==> config.mk <==
export PLATFORM = sky130hd
export DESIGN_NAME = clkctl_top
export DESIGN_NICKNAME = d
export VERILOG_FILES = /design/src/core/clkctl_pkg.sv /design/src/core/clkctl_prescale.sv /design/src/core/clkctl_sync.sv /design/src/core/clkctl_top.sv
export SDC_FILE = /design/constraint.sdc
export NUM_CORES = 1
export LEC_CHECK = 0
export ABC_AREA = 0
export BUFFER_PORTS_ARGS = -buffer_cell sky130_fd_sc_hd__buf_4
export CAP_MARGIN = 20
export CORE_MARGIN = 5
export CORE_UTILIZATION = 39
export CTS_BUF_LIST = sky130_fd_sc_hd__clkbuf_8 sky130_fd_sc_hd__clkbuf_16
export CTS_CLUSTER_SIZE = 28
export DETAILED_ROUTE_END_ITERATION = 8
export GPL_ROUTABILITY_DRIVEN = 0
export PLACE_DENSITY = 0.53
export SYNTH_ARGS = -nofsm -noshare
export SYNTH_HDL_FRONTEND = slang
export SYNTH_SLANG_ARGS = --single-unit
export TNS_END_PERCENT = 20
==> constraint.sdc <==
create_clock -name clk -period 2.7 [get_ports clk]
set_input_delay 0.675 -clock clk [delete_from_list [all_inputs] [get_ports clk]]
set_output_delay 0.675 -clock clk [all_outputs]
set_load 0.02 [all_outputs]
==> src/core/clkctl_pkg.sv <==
// Purpose: shared constants for the clock controller
// Assumes: 50 MHz clock, plain register port with one-cycle read latency
// Notes:   offsets are word addresses of the plain register port
package clkctl_pkg;
  localparam int unsigned CLK_HZ            = 50_000_000;
  localparam int unsigned CLK_PERIOD_NS     = 20;
  // interval clock periods, in ns
  localparam int unsigned FAST_PERIOD_NS    = 3200;
  localparam int unsigned SLOW_PERIOD_NS    = 102400;
  localparam int unsigned FAST_DIV          = FAST_PERIOD_NS / CLK_PERIOD_NS;
  localparam int unsigned SLOW_DIV          = SLOW_PERIOD_NS / CLK_PERIOD_NS;
  // watchdog timeout, in ms
  localparam int unsigned WDOG_TIMEOUT_MS   = 50;
  localparam int unsigned WDOG_CYCLES       = WDOG_TIMEOUT_MS * (CLK_HZ / 1000);

  // register offsets
  localparam logic [3:0] OFS_CTRL     = 4'h0;
  localparam logic [3:0] OFS_STATUS   = 4'h1;
  localparam logic [3:0] OFS_MASK     = 4'h2;
  localparam logic [3:0] OFS_PRESET   = 4'h3;
  localparam logic [3:0] OFS_COUNT    = 4'h4;
  localparam logic [3:0] OFS_CELLADR  = 4'h5;
  localparam logic [3:0] OFS_VECTOR   = 4'h6;
  localparam logic [3:0] OFS_WDOG     = 4'h7;
  localparam logic [3:0] OFS_ACK      = 4'h8;
  localparam logic [3:0] OFS_PENDING  = 4'h9;

  // control fields
  localparam int unsigned CTRL_IC_RUN     = 0;
  localparam int unsigned CTRL_IC_SLOW    = 1;
  localparam int unsigned CTRL_IC_IRQ     = 2;
  localparam int unsigned CTRL_IC_TICK    = 3;
  localparam int unsigned CTRL_LT_SRC_LO  = 4;
  localparam int unsigned CTRL_LT_RUN     = 6;
  localparam int unsigned CTRL_WD_INT     = 7;
  localparam int unsigned CTRL_WD_RST     = 8;
  localparam int unsigned CTRL_VECTORED   = 9;
  localparam int unsigned CTRL_W          = 10;
  localparam logic [CTRL_W-1:0] CTRL_RESET = 10'h000;

  // status / mask fields
  localparam int unsigned ST_LT_WRAP = 0;
  localparam int unsigned ST_IC_WRAP = 1;
  localparam int unsigned ST_WD_TO   = 2;
  localparam int unsigned ST_W       = 3;

  localparam logic [15:0] VECTOR_RESET  = 16'h0000;
  localparam logic [15:0] WDOG_INT_LOC  = 16'h0030;
  localparam logic [1:0]  SRC_LINE      = 2'h0;
  localparam logic [1:0]  SRC_EXT       = 2'h1;
  localparam logic [1:0]  SRC_INTERVAL  = 2'h2;

  typedef enum logic [1:0] {
    CLKCTL_IDLE  = 2'b00,
    CLKCTL_READ  = 2'b01,
    CLKCTL_WRITE = 2'b10
  } clkctl_mem_t;
endpackage

==> src/core/clkctl_prescale.sv <==
// Purpose: interval clock period strobe generator
// Assumes: divisors of at least two
// Notes:   restarts from zero when stopped
`timescale 1ns/1ns
`default_nettype none
module clkctl_prescale
  import clkctl_pkg::*;
#(
  parameter int unsigned FAST = FAST_DIV,
  parameter int unsigned SLOW = SLOW_DIV
) (
  // clock and reset
  input  wire logic clk,
  input  wire logic rstn,
  // control
  input  wire logic run,
  input  wire logic slow,
  // one-cycle strobe per period
  output logic      period_pulse
);
  localparam int unsigned W = $clog2(SLOW);
  logic [W-1:0] cnt_reg;
  logic [W-1:0] limit;

  assign limit = slow ? W'(SLOW - 1) : W'(FAST - 1);

  always_ff @(posedge clk or negedge rstn) begin
    if (!rstn) begin
      cnt_reg <= '0;
    end else if (!run || cnt_reg >= limit) begin
      cnt_reg <= '0;
    end else begin
      cnt_reg <= cnt_reg + W'(1);
    end
  end

  assign period_pulse = run && (cnt_reg >= limit);
endmodule
`default_nettype wire

==> src/core/clkctl_sync.sv <==
// Purpose: two-flop synchroniser with rising-edge pulse
// Assumes: asynchronous input level
// Notes:   first flop feeds only the second
`timescale 1ns/1ns
`default_nettype none
module clkctl_sync (
  // clock and reset
  input  wire logic clk,
  input  wire logic rstn,
  // level in, pulse out
  input  wire logic async_in,
  output logic      rise_pulse
);
  logic meta_reg;
  logic sync_reg;
  logic last_reg;

  always_ff @(posedge clk or negedge rstn) begin
    if (!rstn) begin
      meta_reg <= 1'b0;
      sync_reg <= 1'b0;
      last_reg <= 1'b0;
    end else begin
      meta_reg <= async_in;
      sync_reg <= meta_reg;
      last_reg <= sync_reg;
    end
  end

  assign rise_pulse = sync_reg & ~last_reg;
endmodule
`default_nettype wire

==> src/core/clkctl_top.sv <==
// Purpose: line tick counter, interval clock and program watchdog
// Assumes: host memory port completes each access with mem_done
// Notes:   interval counter counts up from preset and reloads the preset after 0xffff
//
// Summary of operation
// - tick source bumps the chosen memory cell
// - cell wrap to zero raises interrupt, vectored only if selected
// - program picks the memory cell address
// - interval counter steps at 3.2 or 102.4 us
// - preset loadable, counter readable any time
// - interval wrap interrupts, ticks counter, or both
// - interval spans 1 to 65536 periods
// - trigger starts and restarts 50 ms cycle
// - expiry raises external timeout signal
// - expiry optionally resets and interrupts at '60
// - timeout turns isolated output off
// - standard or vectored interrupts, programmable vector
// - pending interrupt blocks others until acknowledged
// - blocks independent, programmed i/o control
`timescale 1ns/1ns
`default_nettype none
module clkctl_top
  import clkctl_pkg::*;
#(
  parameter int unsigned WD_CYCLES = WDOG_CYCLES,
  parameter int unsigned FAST      = FAST_DIV,
  parameter int unsigned SLOW      = SLOW_DIV
) (
  // clock and reset
  input  wire logic        clk,
  input  wire logic        rstn,
  // register port
  input  wire logic [3:0]  reg_addr,
  input  wire logic [15:0] reg_wdata,
  input  wire logic        reg_wr,
  input  wire logic        reg_rd,
  output logic [15:0]      reg_rdata,
  // memory increment port
  output logic             mem_req,
  output logic             mem_we,
  output logic [15:0]      mem_addr,
  output logic [15:0]      mem_wdata,
  input  wire logic [15:0] mem_rdata,
  input  wire logic        mem_done,
  // interrupts
  output logic             irq,
  output logic             irq_vectored,
  output logic [15:0]      irq_vector,
  output logic             wdog_int,
  output logic             sys_reset,
  // external pins
  input  wire logic        line_freq_in,
  input  wire logic        ext_clk_in,
  output logic             timeout_conduct
);
  localparam int unsigned WDW = $clog2(WD_CYCLES + 1);

  logic [CTRL_W-1:0] ctrl_reg;
  logic [ST_W-1:0]   status_reg;
  logic [ST_W-1:0]   mask_reg;
  logic [15:0]       preset_reg;
  logic [15:0]       count_reg;
  logic [15:0]       cell_reg;
  logic [15:0]       vector_reg;
  logic [WDW-1:0]    wd_cnt_reg;
  logic              wd_run_reg;
  logic              wd_to_reg;
  logic              pend_reg;
  logic              held_reg;
  clkctl_mem_t       mem_state_reg;
  logic [15:0]       rdata_reg;
  logic              line_pulse;
  logic              ext_pulse;
  logic              period_pulse;
  logic              ic_wrap;
  logic              lt_tick;
  logic              lt_wrap;
  logic              wd_trig;
  logic              wd_expire;
  logic [ST_W-1:0]   events;
  logic [ST_W-1:0]   w1c;

  // pin inputs pass two flops first
  clkctl_sync u_line (
    .clk        (clk),
    .rstn       (rstn),
    .async_in   (line_freq_in),
    .rise_pulse (line_pulse)
  );
  clkctl_sync u_ext (
    .clk        (clk),
    .rstn       (rstn),
    .async_in   (ext_clk_in),
    .rise_pulse (ext_pulse)
  );
  clkctl_prescale #(.FAST(FAST), .SLOW(SLOW)) u_pre (
    .clk          (clk),
    .rstn         (rstn),
    .run          (ctrl_reg[CTRL_IC_RUN]),
    .slow         (ctrl_reg[CTRL_IC_SLOW]),
    .period_pulse (period_pulse)
  );

  // control registers written by programmed i/o
  always_ff @(posedge clk or negedge rstn) begin
    if (!rstn) begin
      ctrl_reg   <= CTRL_RESET;
      mask_reg   <= '0;
      preset_reg <= 16'h0000;
      cell_reg   <= 16'h0000;
      vector_reg <= VECTOR_RESET;
    end else if (reg_wr) begin
      case (reg_addr)
        OFS_CTRL:    ctrl_reg   <= reg_wdata[CTRL_W-1:0];
        OFS_MASK:    mask_reg   <= reg_wdata[ST_W-1:0];
        OFS_PRESET:  preset_reg <= reg_wdata;
        OFS_CELLADR: cell_reg   <= reg_wdata;
        OFS_VECTOR:  vector_reg <= reg_wdata;
        default: begin
        end
      endcase
    end
  end

  // interval counter counts up from preset; 0xffff gives 1 period, 0 gives 65536
  assign ic_wrap = period_pulse && (count_reg == 16'hffff);

  always_ff @(posedge clk or negedge rstn) begin
    if (!rstn) begin
      count_reg <= 16'h0000;
    end else if (reg_wr && reg_addr == OFS_PRESET) begin
      count_reg <= reg_wdata;
    end else if (ic_wrap) begin
      count_reg <= preset_reg;
    end else if (period_pulse) begin
      count_reg <= count_reg + 16'h0001;
    end
  end

  // line tick source select
  always_comb begin
    case (ctrl_reg[CTRL_LT_SRC_LO +: 2])
      SRC_LINE:     lt_tick = line_pulse;
      SRC_EXT:      lt_tick = ext_pulse;
      SRC_INTERVAL: lt_tick = ic_wrap && ctrl_reg[CTRL_IC_TICK];
      default:      lt_tick = 1'b0;
    endcase
  end

  // one tick may wait while an increment is in flight
  always_ff @(posedge clk or negedge rstn) begin
    if (!rstn) begin
      held_reg <= 1'b0;
    end else if (lt_tick && ctrl_reg[CTRL_LT_RUN]) begin
      held_reg <= 1'b1;
    end else if (mem_state_reg == CLKCTL_IDLE) begin
      held_reg <= 1'b0;
    end
  end

  // read-modify-write of the memory cell
  always_ff @(posedge clk or negedge rstn) begin
    if (!rstn) begin
      mem_state_reg <= CLKCTL_IDLE;
      mem_req       <= 1'b0;
      mem_we        <= 1'b0;
      mem_addr      <= 16'h0000;
      mem_wdata     <= 16'h0000;
    end else begin
      case (mem_state_reg)
        CLKCTL_IDLE: begin
          if (held_reg) begin
            mem_state_reg <= CLKCTL_READ;
            mem_req       <= 1'b1;
            mem_we        <= 1'b0;
            mem_addr      <= cell_reg;
          end
        end
        CLKCTL_READ: begin
          if (mem_done) begin
            mem_state_reg <= CLKCTL_WRITE;
            mem_we        <= 1'b1;
            mem_wdata     <= mem_rdata + 16'h0001;
          end
        end
        CLKCTL_WRITE: begin
          if (mem_done) begin
            mem_state_reg <= CLKCTL_IDLE;
            mem_req       <= 1'b0;
            mem_we        <= 1'b0;
          end
        end
        default: mem_state_reg <= CLKCTL_IDLE;
      endcase
    end
  end

  assign lt_wrap = (mem_state_reg == CLKCTL_WRITE) && mem_done && (mem_wdata == 16'h0000);

  // watchdog: write to its offset triggers or retriggers
  assign wd_trig   = reg_wr && (reg_addr == OFS_WDOG);
  // a retrigger in the last cycle restarts the span instead of timing out
  assign wd_expire = wd_run_reg && (wd_cnt_reg == WDW'(1)) && !wd_trig;

  always_ff @(posedge clk or negedge rstn) begin
    if (!rstn) begin
      wd_cnt_reg <= '0;
      wd_run_reg <= 1'b0;
      wd_to_reg  <= 1'b0;
    end else if (wd_trig) begin
      wd_cnt_reg <= WDW'(WD_CYCLES);
      wd_run_reg <= 1'b1;
      wd_to_reg  <= 1'b0;
    end else if (wd_expire) begin
      wd_cnt_reg <= '0;
      wd_run_reg <= 1'b0;
      wd_to_reg  <= 1'b1;
    end else if (wd_run_reg) begin
      wd_cnt_reg <= wd_cnt_reg - WDW'(1);
    end
  end

  // sticky status, write one to clear, set wins
  assign events = {wd_expire & ctrl_reg[CTRL_WD_INT],
                   ic_wrap & ctrl_reg[CTRL_IC_IRQ],
                   lt_wrap};
  assign w1c = (reg_wr && reg_addr == OFS_STATUS) ? reg_wdata[ST_W-1:0] : '0;

  always_ff @(posedge clk or negedge rstn) begin
    if (!rstn) begin
      status_reg <= '0;
    end else begin
      status_reg <= (status_reg & ~w1c) | events;
    end
  end

  // one interrupt at a time until acknowledged
  always_ff @(posedge clk or negedge rstn) begin
    if (!rstn) begin
      pend_reg     <= 1'b0;
      irq_vectored <= 1'b0;
      irq_vector   <= 16'h0000;
    end else if (pend_reg) begin
      if (reg_wr && reg_addr == OFS_ACK) begin
        pend_reg <= 1'b0;
      end
    end else if (|(status_reg & mask_reg)) begin
      pend_reg     <= 1'b1;
      irq_vectored <= ctrl_reg[CTRL_VECTORED] && !(status_reg[ST_WD_TO] && mask_reg[ST_WD_TO]);
      irq_vector   <= (status_reg[ST_WD_TO] && mask_reg[ST_WD_TO]) ? WDOG_INT_LOC : vector_reg;
    end
  end

  // outputs from flops
  always_ff @(posedge clk or negedge rstn) begin
    if (!rstn) begin
      irq             <= 1'b0;
      wdog_int        <= 1'b0;
      sys_reset       <= 1'b0;
      timeout_conduct <= 1'b1;
    end else begin
      irq             <= pend_reg;
      wdog_int        <= wd_expire && ctrl_reg[CTRL_WD_INT];
      sys_reset       <= wd_expire && ctrl_reg[CTRL_WD_RST];
      timeout_conduct <= !(wd_to_reg || wd_expire);
    end
  end

  // read data one cycle later
  always_ff @(posedge clk or negedge rstn) begin
    if (!rstn) begin
      rdata_reg <= 16'h0000;
    end else if (reg_rd) begin
      case (reg_addr)
        OFS_CTRL:    rdata_reg <= {{(16-CTRL_W){1'b0}}, ctrl_reg};
        OFS_STATUS:  rdata_reg <= {{(16-ST_W){1'b0}}, status_reg};
        OFS_MASK:    rdata_reg <= {{(16-ST_W){1'b0}}, mask_reg};
        OFS_PRESET:  rdata_reg <= preset_reg;
        OFS_COUNT:   rdata_reg <= count_reg;
        OFS_CELLADR: rdata_reg <= cell_reg;
        OFS_VECTOR:  rdata_reg <= vector_reg;
        OFS_WDOG:    rdata_reg <= {14'h0000, wd_to_reg, wd_run_reg};
        OFS_PENDING: rdata_reg <= {15'h0000, pend_reg};
        default:     rdata_reg <= 16'h0000;
      endcase
    end else begin
      rdata_reg <= 16'h0000;
    end
  end
  assign reg_rdata = rdata_reg;
endmodule
`default_nettype wire

After elaboration in Yosys (flattened, before gate mapping)
Index checks and enable logic that the tools add are counted.
{ "op_classes": {"n_addsub": 4, "order_cmp": 1, "n_eq_ne": 18, "mux": 32, "n_bitwise": 11, "n_reduce_logical": 44} }
{ "ops": {"columns": ["op", "count"], "rows": [
  ["16-bit one-hot mux with 9 select lines", 1],
  ["16-bit two-way mux", 5],
  ["22-bit two-way mux", 3],
  ["16-bit by 1-bit adder with 16-bit output, second input constant", 2],
  ["13-bit two-way mux", 2],
  ["22-bit by 1-bit equality test with 1-bit output, second input constant", 1],
  ["22-bit by 1-bit subtractor with 22-bit output, second input constant", 1],
  ["16-bit equality test, second input constant", 1],
  ["4-bit by 3-bit equality test with 1-bit output, second input constant", 4],
  ["1-bit logical AND", 16],
  ["16-bit logical NOT", 1],
  ["2-bit AND reduction", 8],
  ["13-bit by 1-bit adder with 13-bit output, second input constant", 1],
  ["13-bit greater-or-equal comparator", 1],
  ["1-bit two-way mux", 13],
  ["3-bit nonzero test", 3],
  ["4-bit by 2-bit equality test with 1-bit output, second input constant", 2],
  ["4-bit equality test, second input constant", 2],
  ["3-bit AND", 2],
  ["2-bit two-way mux", 3],
  ["2-bit != test, second input constant", 3],
  ["1-bit one-hot mux with 3 select lines", 2],
  ["2-bit one-hot mux with 3 select lines", 1],
  ["3-bit AND reduction", 2],
  ["other kinds (16)", 30]
]} }
{ "word_totals": {"ff_bits": 198, "in_bits": 43, "output_inout_bits": 71, "elab_cells": 141} }

Depth between registers and ports, before layout
{ "depth": {"depth_word": 8, "mapped_depth": 9, "ltp_nobuf": 7} }

Hierarchy
Synthesis repeated with hierarchy kept, for this count alone.
{ "unflattened": {"hier_cells": 889, "hier_area_um2": 9212.6} }
{ "modules_own_cells": {"columns": ["mod", "instances", "cells_each", "area_each_um2", "seq_area_each_um2"], "rows": [
  ["clkctl_top", 1, 804, 8290.5, 4480.5],
  ["clkctl_prescale", 1, 77, 744.5, 325.3],
  ["clkctl_sync", 2, 4, 88.8, 75.1]
]} }

Least setup slack after synthesis
OpenSTA, ideal clock, no wires.
{ "synth_path": {"kind": "input to register", "startpoint": "input port reg_addr[0]", "endpoint": "register vector_reg[10]", "setup_time_ps": 125, "arrival_ps": 2208, "t_required_ps": 2575, "setup_slack_ps": 367, "path_stages": 7, "path_buffers": 3, "path_cell_list": "clkbuf_1 > nor2b_1 > and2_1 > clkbuf_1 > nand2_1 > clkbuf_1 > mux2_2"} }
{ "synth_via": {"elab_chain_cells": 2} }
{ "synth_lines": {"columns": ["item", "line_no", "source"], "rows": [
  ["start, declared", "clkctl_top.sv:33", "input wire logic [3:0] reg_addr,"],
  ["4-bit by 3-bit equality test with 1-bit output", "clkctl_top.sv:113", "case (reg_addr)"],
  ["2-bit AND reduction (no source line)", null, null],
  ["end signal, assigned", "clkctl_top.sv:118", "OFS_VECTOR: vector_reg <= reg_wdata;"],
  ["end, declared", "clkctl_top.sv:64", "logic [15:0] vector_reg;"]
]} }
Every way passes these cells.
A chain may end at the register's enable or synchronous reset.

Worst setup path in the final report
{ "layout_path": {"startpoint": "register wd_cnt_reg[18]", "endpoint": "register wd_cnt_reg[13]"} }
{ "layout_via": {"elab_chain_cells": 5, "elab_cells_between_ends": 6, "classes_between": "eq/ne: 1; mux: 2; reduce/logical: 3"} }
{ "layout_lines": {"columns": ["item", "line_no", "source"], "rows": [
  ["start, declared", "clkctl_top.sv:65", "logic [WDW-1:0] wd_cnt_reg;"],
  ["start signal, assigned", "clkctl_top.sv:211", "wd_cnt_reg <= WDW'(WD_CYCLES);"],
  ["start signal, assigned", "clkctl_top.sv:219", "wd_cnt_reg <= wd_cnt_reg - WDW'(1);"],
  ["22-bit by 1-bit equality test with 1-bit output *", "clkctl_top.sv:203", "assign wd_expire = wd_run_reg && (wd_cnt_reg == WDW'(1)) && !wd_trig;"],
  ["1-bit logical AND * (2 in a row)", "clkctl_top.sv:203", null],
  ["22-bit two-way mux", "clkctl_top.sv:214", "end else if (wd_expire) begin"],
  ["22-bit two-way mux", "clkctl_top.sv:210", "end else if (wd_trig) begin"]
]} }
Mark *: on every way between the ends. The rest lies on a longest branch, timed or not.

==> Implementation_results.wiki <==
{| class="wikitable"
! Metric !! Value
|-
| Run status || complete, no violations
|-
| Root buf cell || clkbuf_16
|-
| Crit Reg-Reg Endpoint || wd_cnt_reg[13]$_DFFE_PN0P_
|-
| Layout cells sized above 1 || 0.261
|-
| XOR/XNOR share of the synthesized area || 0.0268
|-
| Drc violations || 0
|-
| Count of boundary I/O pins || 114
|-
| Portion of total power attributed to combinational logic || 0.268
|-
| Setup repair after global routing missed its margin || no
|-
| Effective utilization at floorplan || 0.393
|-
| Switching component of the power || 3.39 mW
|-
| Setup WS post-layout || 222 ps
|-
| Count of final hold-check violations || 0
|-
| CP Cell Sequence || or4_4 -> or2_1 -> o41a_1 -> a221o_1
|-
| Post-DP HPWL || between 15000 and 20000 microns
|-
| Fmax || about 0.40 GHz
|-
| Slowest stage delay, CP || 660 ps
|-
| Worst rel slew slack || 0.432
|-
| Register share of total power || 0.461
|-
| CP Launch Type || flop
|-
| Area of the core || 24100 sq um
|-
| Post-route clock period utilization || 0.918
|-
| Mux contribution to synthesized area || 0.0850
|-
| Syn-to-layout area delta || 21.6%
|-
| Required time of the worst setup path || 3030 ps
|-
| Pre-CTS setup slack || 220 ps
|-
| CTS tree || yes
|-
| Iteration-0 DRC count of the detailed router || 620
|-
| Number of optimization iterations in the first detailed-route pass || 4
|-
| Initial antenna violation count || 0
|-
| Die outline width || between 150 and 200 microns
|-
| Max Cap Violations || 0
|-
| Share of the synthesized area in compound gates (AO/OA/AOI/OAI) || 0.142
|-
| Count of different cell masters after synthesis || 73
|-
| Count of filler cells inserted in the layout || around 2300
|-
| Final setup violating endpoints || 0
|-
| Worst setup slack for register-to-register paths || 220 ps
|-
| Seq cells post-synth || 198
|-
| Max Buffers Root-to-Sink || 2
|-
| Leakage dissipation || 5.13 nW
|-
| Number of global-route vias before repair || 7530
|-
| Number of flip-flops under the largest register name || 22
|-
| CTS clk-pin slew, worst paths || 80 ps
|-
| Worst-case clock skew || 14.2 ps
|-
| Global-route wire length before repair || 42900 microns
|-
| Via count normalized by instance count || 5.46
|-
| Adder-Cell Fraction of Synth Area || 0.0132
|-
| Tot GR Track Use || 0.192
|-
| Worst Path Max Fanout || 16
|-
| Layer carrying the most global-route usage || met1
|-
| Post-Route Setup TNS || 0 ps
|-
| Area share of the leading cell type in the synthesized netlist || 0.521
|-
| Synth top area cells || dfrtp_1 (52%), mux2_2 (7.7%), nand2_1 (6.1%), nand3_1 (2.4%), o21ai_0 (2.4%)
|-
| Internal cell power || 6.16 mW
|-
| Row cnt || 57
|-
| Top cell type by total area after synthesis || dfrtp_1
|-
| Die outline height || ~170 microns
|-
| Htree depth || 4
|-
| Slew at the pin closest to its max-slew limit || 851 ps
|-
| Maximum number of pins on one net before global-route repair || 61
|-
| WHS || 206 ps
|-
| Sequential fraction of the synthesis area || 0.524
|-
| Source of the worst register-to-register timing path || wd_cnt_reg[18]$_DFFE_PN0P_
|-
| Mean cell area of the mapped netlist || ~10 sq um
|-
| Post-CTS setup buffer count || 0
|-
| Relative contribution of the clock network to total power || 0.271
|-
| Count of cells along the worst register-to-register path || 4
|-
| Switching power share of the total || 0.355
|-
| Highest-delay cell along the critical path || o41a_1
|-
| Power Density || 829 nW/um^2
|-
| Diodes inserted || 0
|-
| Met3 demand-to-capacity share in global routing || 0.0419
|-
| Critical Setup Path Class || reg2reg
|-
| Number of flops mapped to enable cells by yosys || 0
|-
| Met1 global-route usage || 0.300
|-
| Fraction of met2 tracks used by global routing || 0.275
|-
| Syn Std Cell Area || between 9000 and 10000 sq um
|-
| Post-route ant nets || 0
|-
| Clock sink count || 198
|-
| Simple-gate portion of the synthesized area || 0.181
|-
| Mean routed wirelength per cell || 18.9 microns
|-
| Arrival time at the worst endpoint || 2810 ps
|-
| Syn Inst Count || 916
|-
| Shortest clock period the worst path allows after layout || 2480 ps
|-
| Hold_buf cts || 0
|-
| Warning count from the yosys run || 0
|-
| Post-Route WL || 26000 microns
|-
| Worst hold-check path type || in2async
|-
| Highest ir drop seen on vdd || 0.000465 V
|-
| Quantity of I/O buffers inserted on ports || 113
|-
| Number of buffers created by CTS || 17
|-
| Die area || about 27000 sq um
|-
| Synthesized netlist net count || 969
|-
| Post-CTS resize count || 0
|-
| Primary flip-flop cell chosen by synthesis mapping || dfrtp_1
|-
| Share of synthesized registers carrying an async set or reset || 1.00
|-
| Combinational family with the most area after synthesis || simple AND/OR/NAND/NOR gates
|-
| Type of element capturing the critical path || flop
|-
| Remaining global-route overflow || 0
|-
| Nets || 1095
|-
| Via Count || 7525
|-
| Number of max-slew violations in the final report || 0
|-
| Clock latency on the worst-skew pair || 440 ps
|}
metrics by stage:
stage / area, sq um / total power [mW] / instances / utilization
2_1_floorplan: 9460 / 5.79 / 916 / -
3_3_place_gp: 10900 / 7.00 / 1347 / 0.452
3_5_place_dp: 10900 / 7.05 / 1347 / 0.452
4_1_cts: 11500 / 9.65 / 1379 / 0.477
5_1_grt: 11500 / 10.1 / 1379 / 0.477
6_report: 11500 / 9.55 / 1379 / 0.477
synth_stat cells, drive strengths merged (6+ instances only):
cell / number
a21oi: 27
a22oi: 28
a31oi: 20
and2: 6
and3: 13
buf: 9
clkbuf: 39
dfrtp: 197
ha: 10
inv: 14
mux2: 65
nand2: 153
nand3: 45
nand4: 16
nor2: 44
nor3: 19
nor4: 20
o211ai: 7
o21ai: 45
o31ai: 8
or3: 6
or4: 8
xnor2: 11
xor2: 18
cell families (layout without fill, tap and decap cells):
group	count (synthesis)	in the layout
and+or+nand+nor	353	353
DFF	198	198
AOI/OAI and AO/OA	193	193
muxes	71	71
buffers and inverters	62	201
xor gates and xnor gates	29	29
adders and majority gates	10	10
layer usage:
metal  vias up  wire [microns]
li1       3630               -
met1      3715           13300
met5         -               0
met3        11            1330
met2       169           11200
met4         0             177
critical path: cells and delay by family (launching register included):
| kind | cells | cell delay, ps |
|---|---|---|
| AO/OA/AOI/OAI | 2 | 1090 |
| flip-flops | 1 | 400 |
| AND/OR/NAND/NOR | 2 | 880 |
worst max-delay path by stage:
stage / from / end / slack [ps] / depth (start not counted)
after floorplan: reg_addr[0] / vector_reg[10]$_DFFE_PN0P_ / 370 / 7
after global placement: ctrl_reg[1]$_DFFE_PN0P_ / count_reg[8]$_DFFE_PN0P_ / 240 / 8
after detailed placement: wd_cnt_reg[18]$_DFFE_PN0P_ / wd_cnt_reg[13]$_DFFE_PN0P_ / 220 / 4
after CTS: ctrl_reg[1]$_DFFE_PN0P_ / count_reg[8]$_DFFE_PN0P_ / 190 / 8
after global routing: ctrl_reg[1]$_DFFE_PN0P_ / count_reg[2]$_DFFE_PN0P_ / 90 / 8
final: wd_cnt_reg[18]$_DFFE_PN0P_ / wd_cnt_reg[13]$_DFFE_PN0P_ / 220 / 4
cell type report:
class	count	area, sq um	area share
clock buffers	17	425	0.0370
clock inverters	15	176	0.0153
inverters	14	52.6	0.00457
multi-input cells	656	4250	0.369
flip-flops and latches	198	4960	0.431
well taps	324	405	0.0352
repair buffers	155	1240	0.108
power by group through the flow:
stage | sequential, mW | clock, mW | combinational, mW
after floorplan | 4.65 | 0 | 1.14
after global placement | 4.44 | 0 | 2.56
after detailed placement | 4.45 | 0 | 2.60
after CTS | 4.40 | 2.65 | 2.60
after global routing | 4.52 | 2.77 | 2.82
final | 4.40 | 2.59 | 2.56
cell usage in the layout (no fill, tap or decap), types with 18 or more instances in the layout:
| cell type | count |
|---|---|
| nor3_1 | 19 |
| a21oi_1 | 27 |
| mux2_2 | 65 |
| o21ai_0 | 45 |
| nor2_1 | 43 |
| nand3_1 | 45 |
| dfrtp_1 | 197 |
| a31oi_1 | 20 |
| buf_4 | 148 |
| nand2_1 | 153 |
| xor2_1 | 18 |
| a22oi_1 | 28 |
Power figures use the tool's default switching activity.
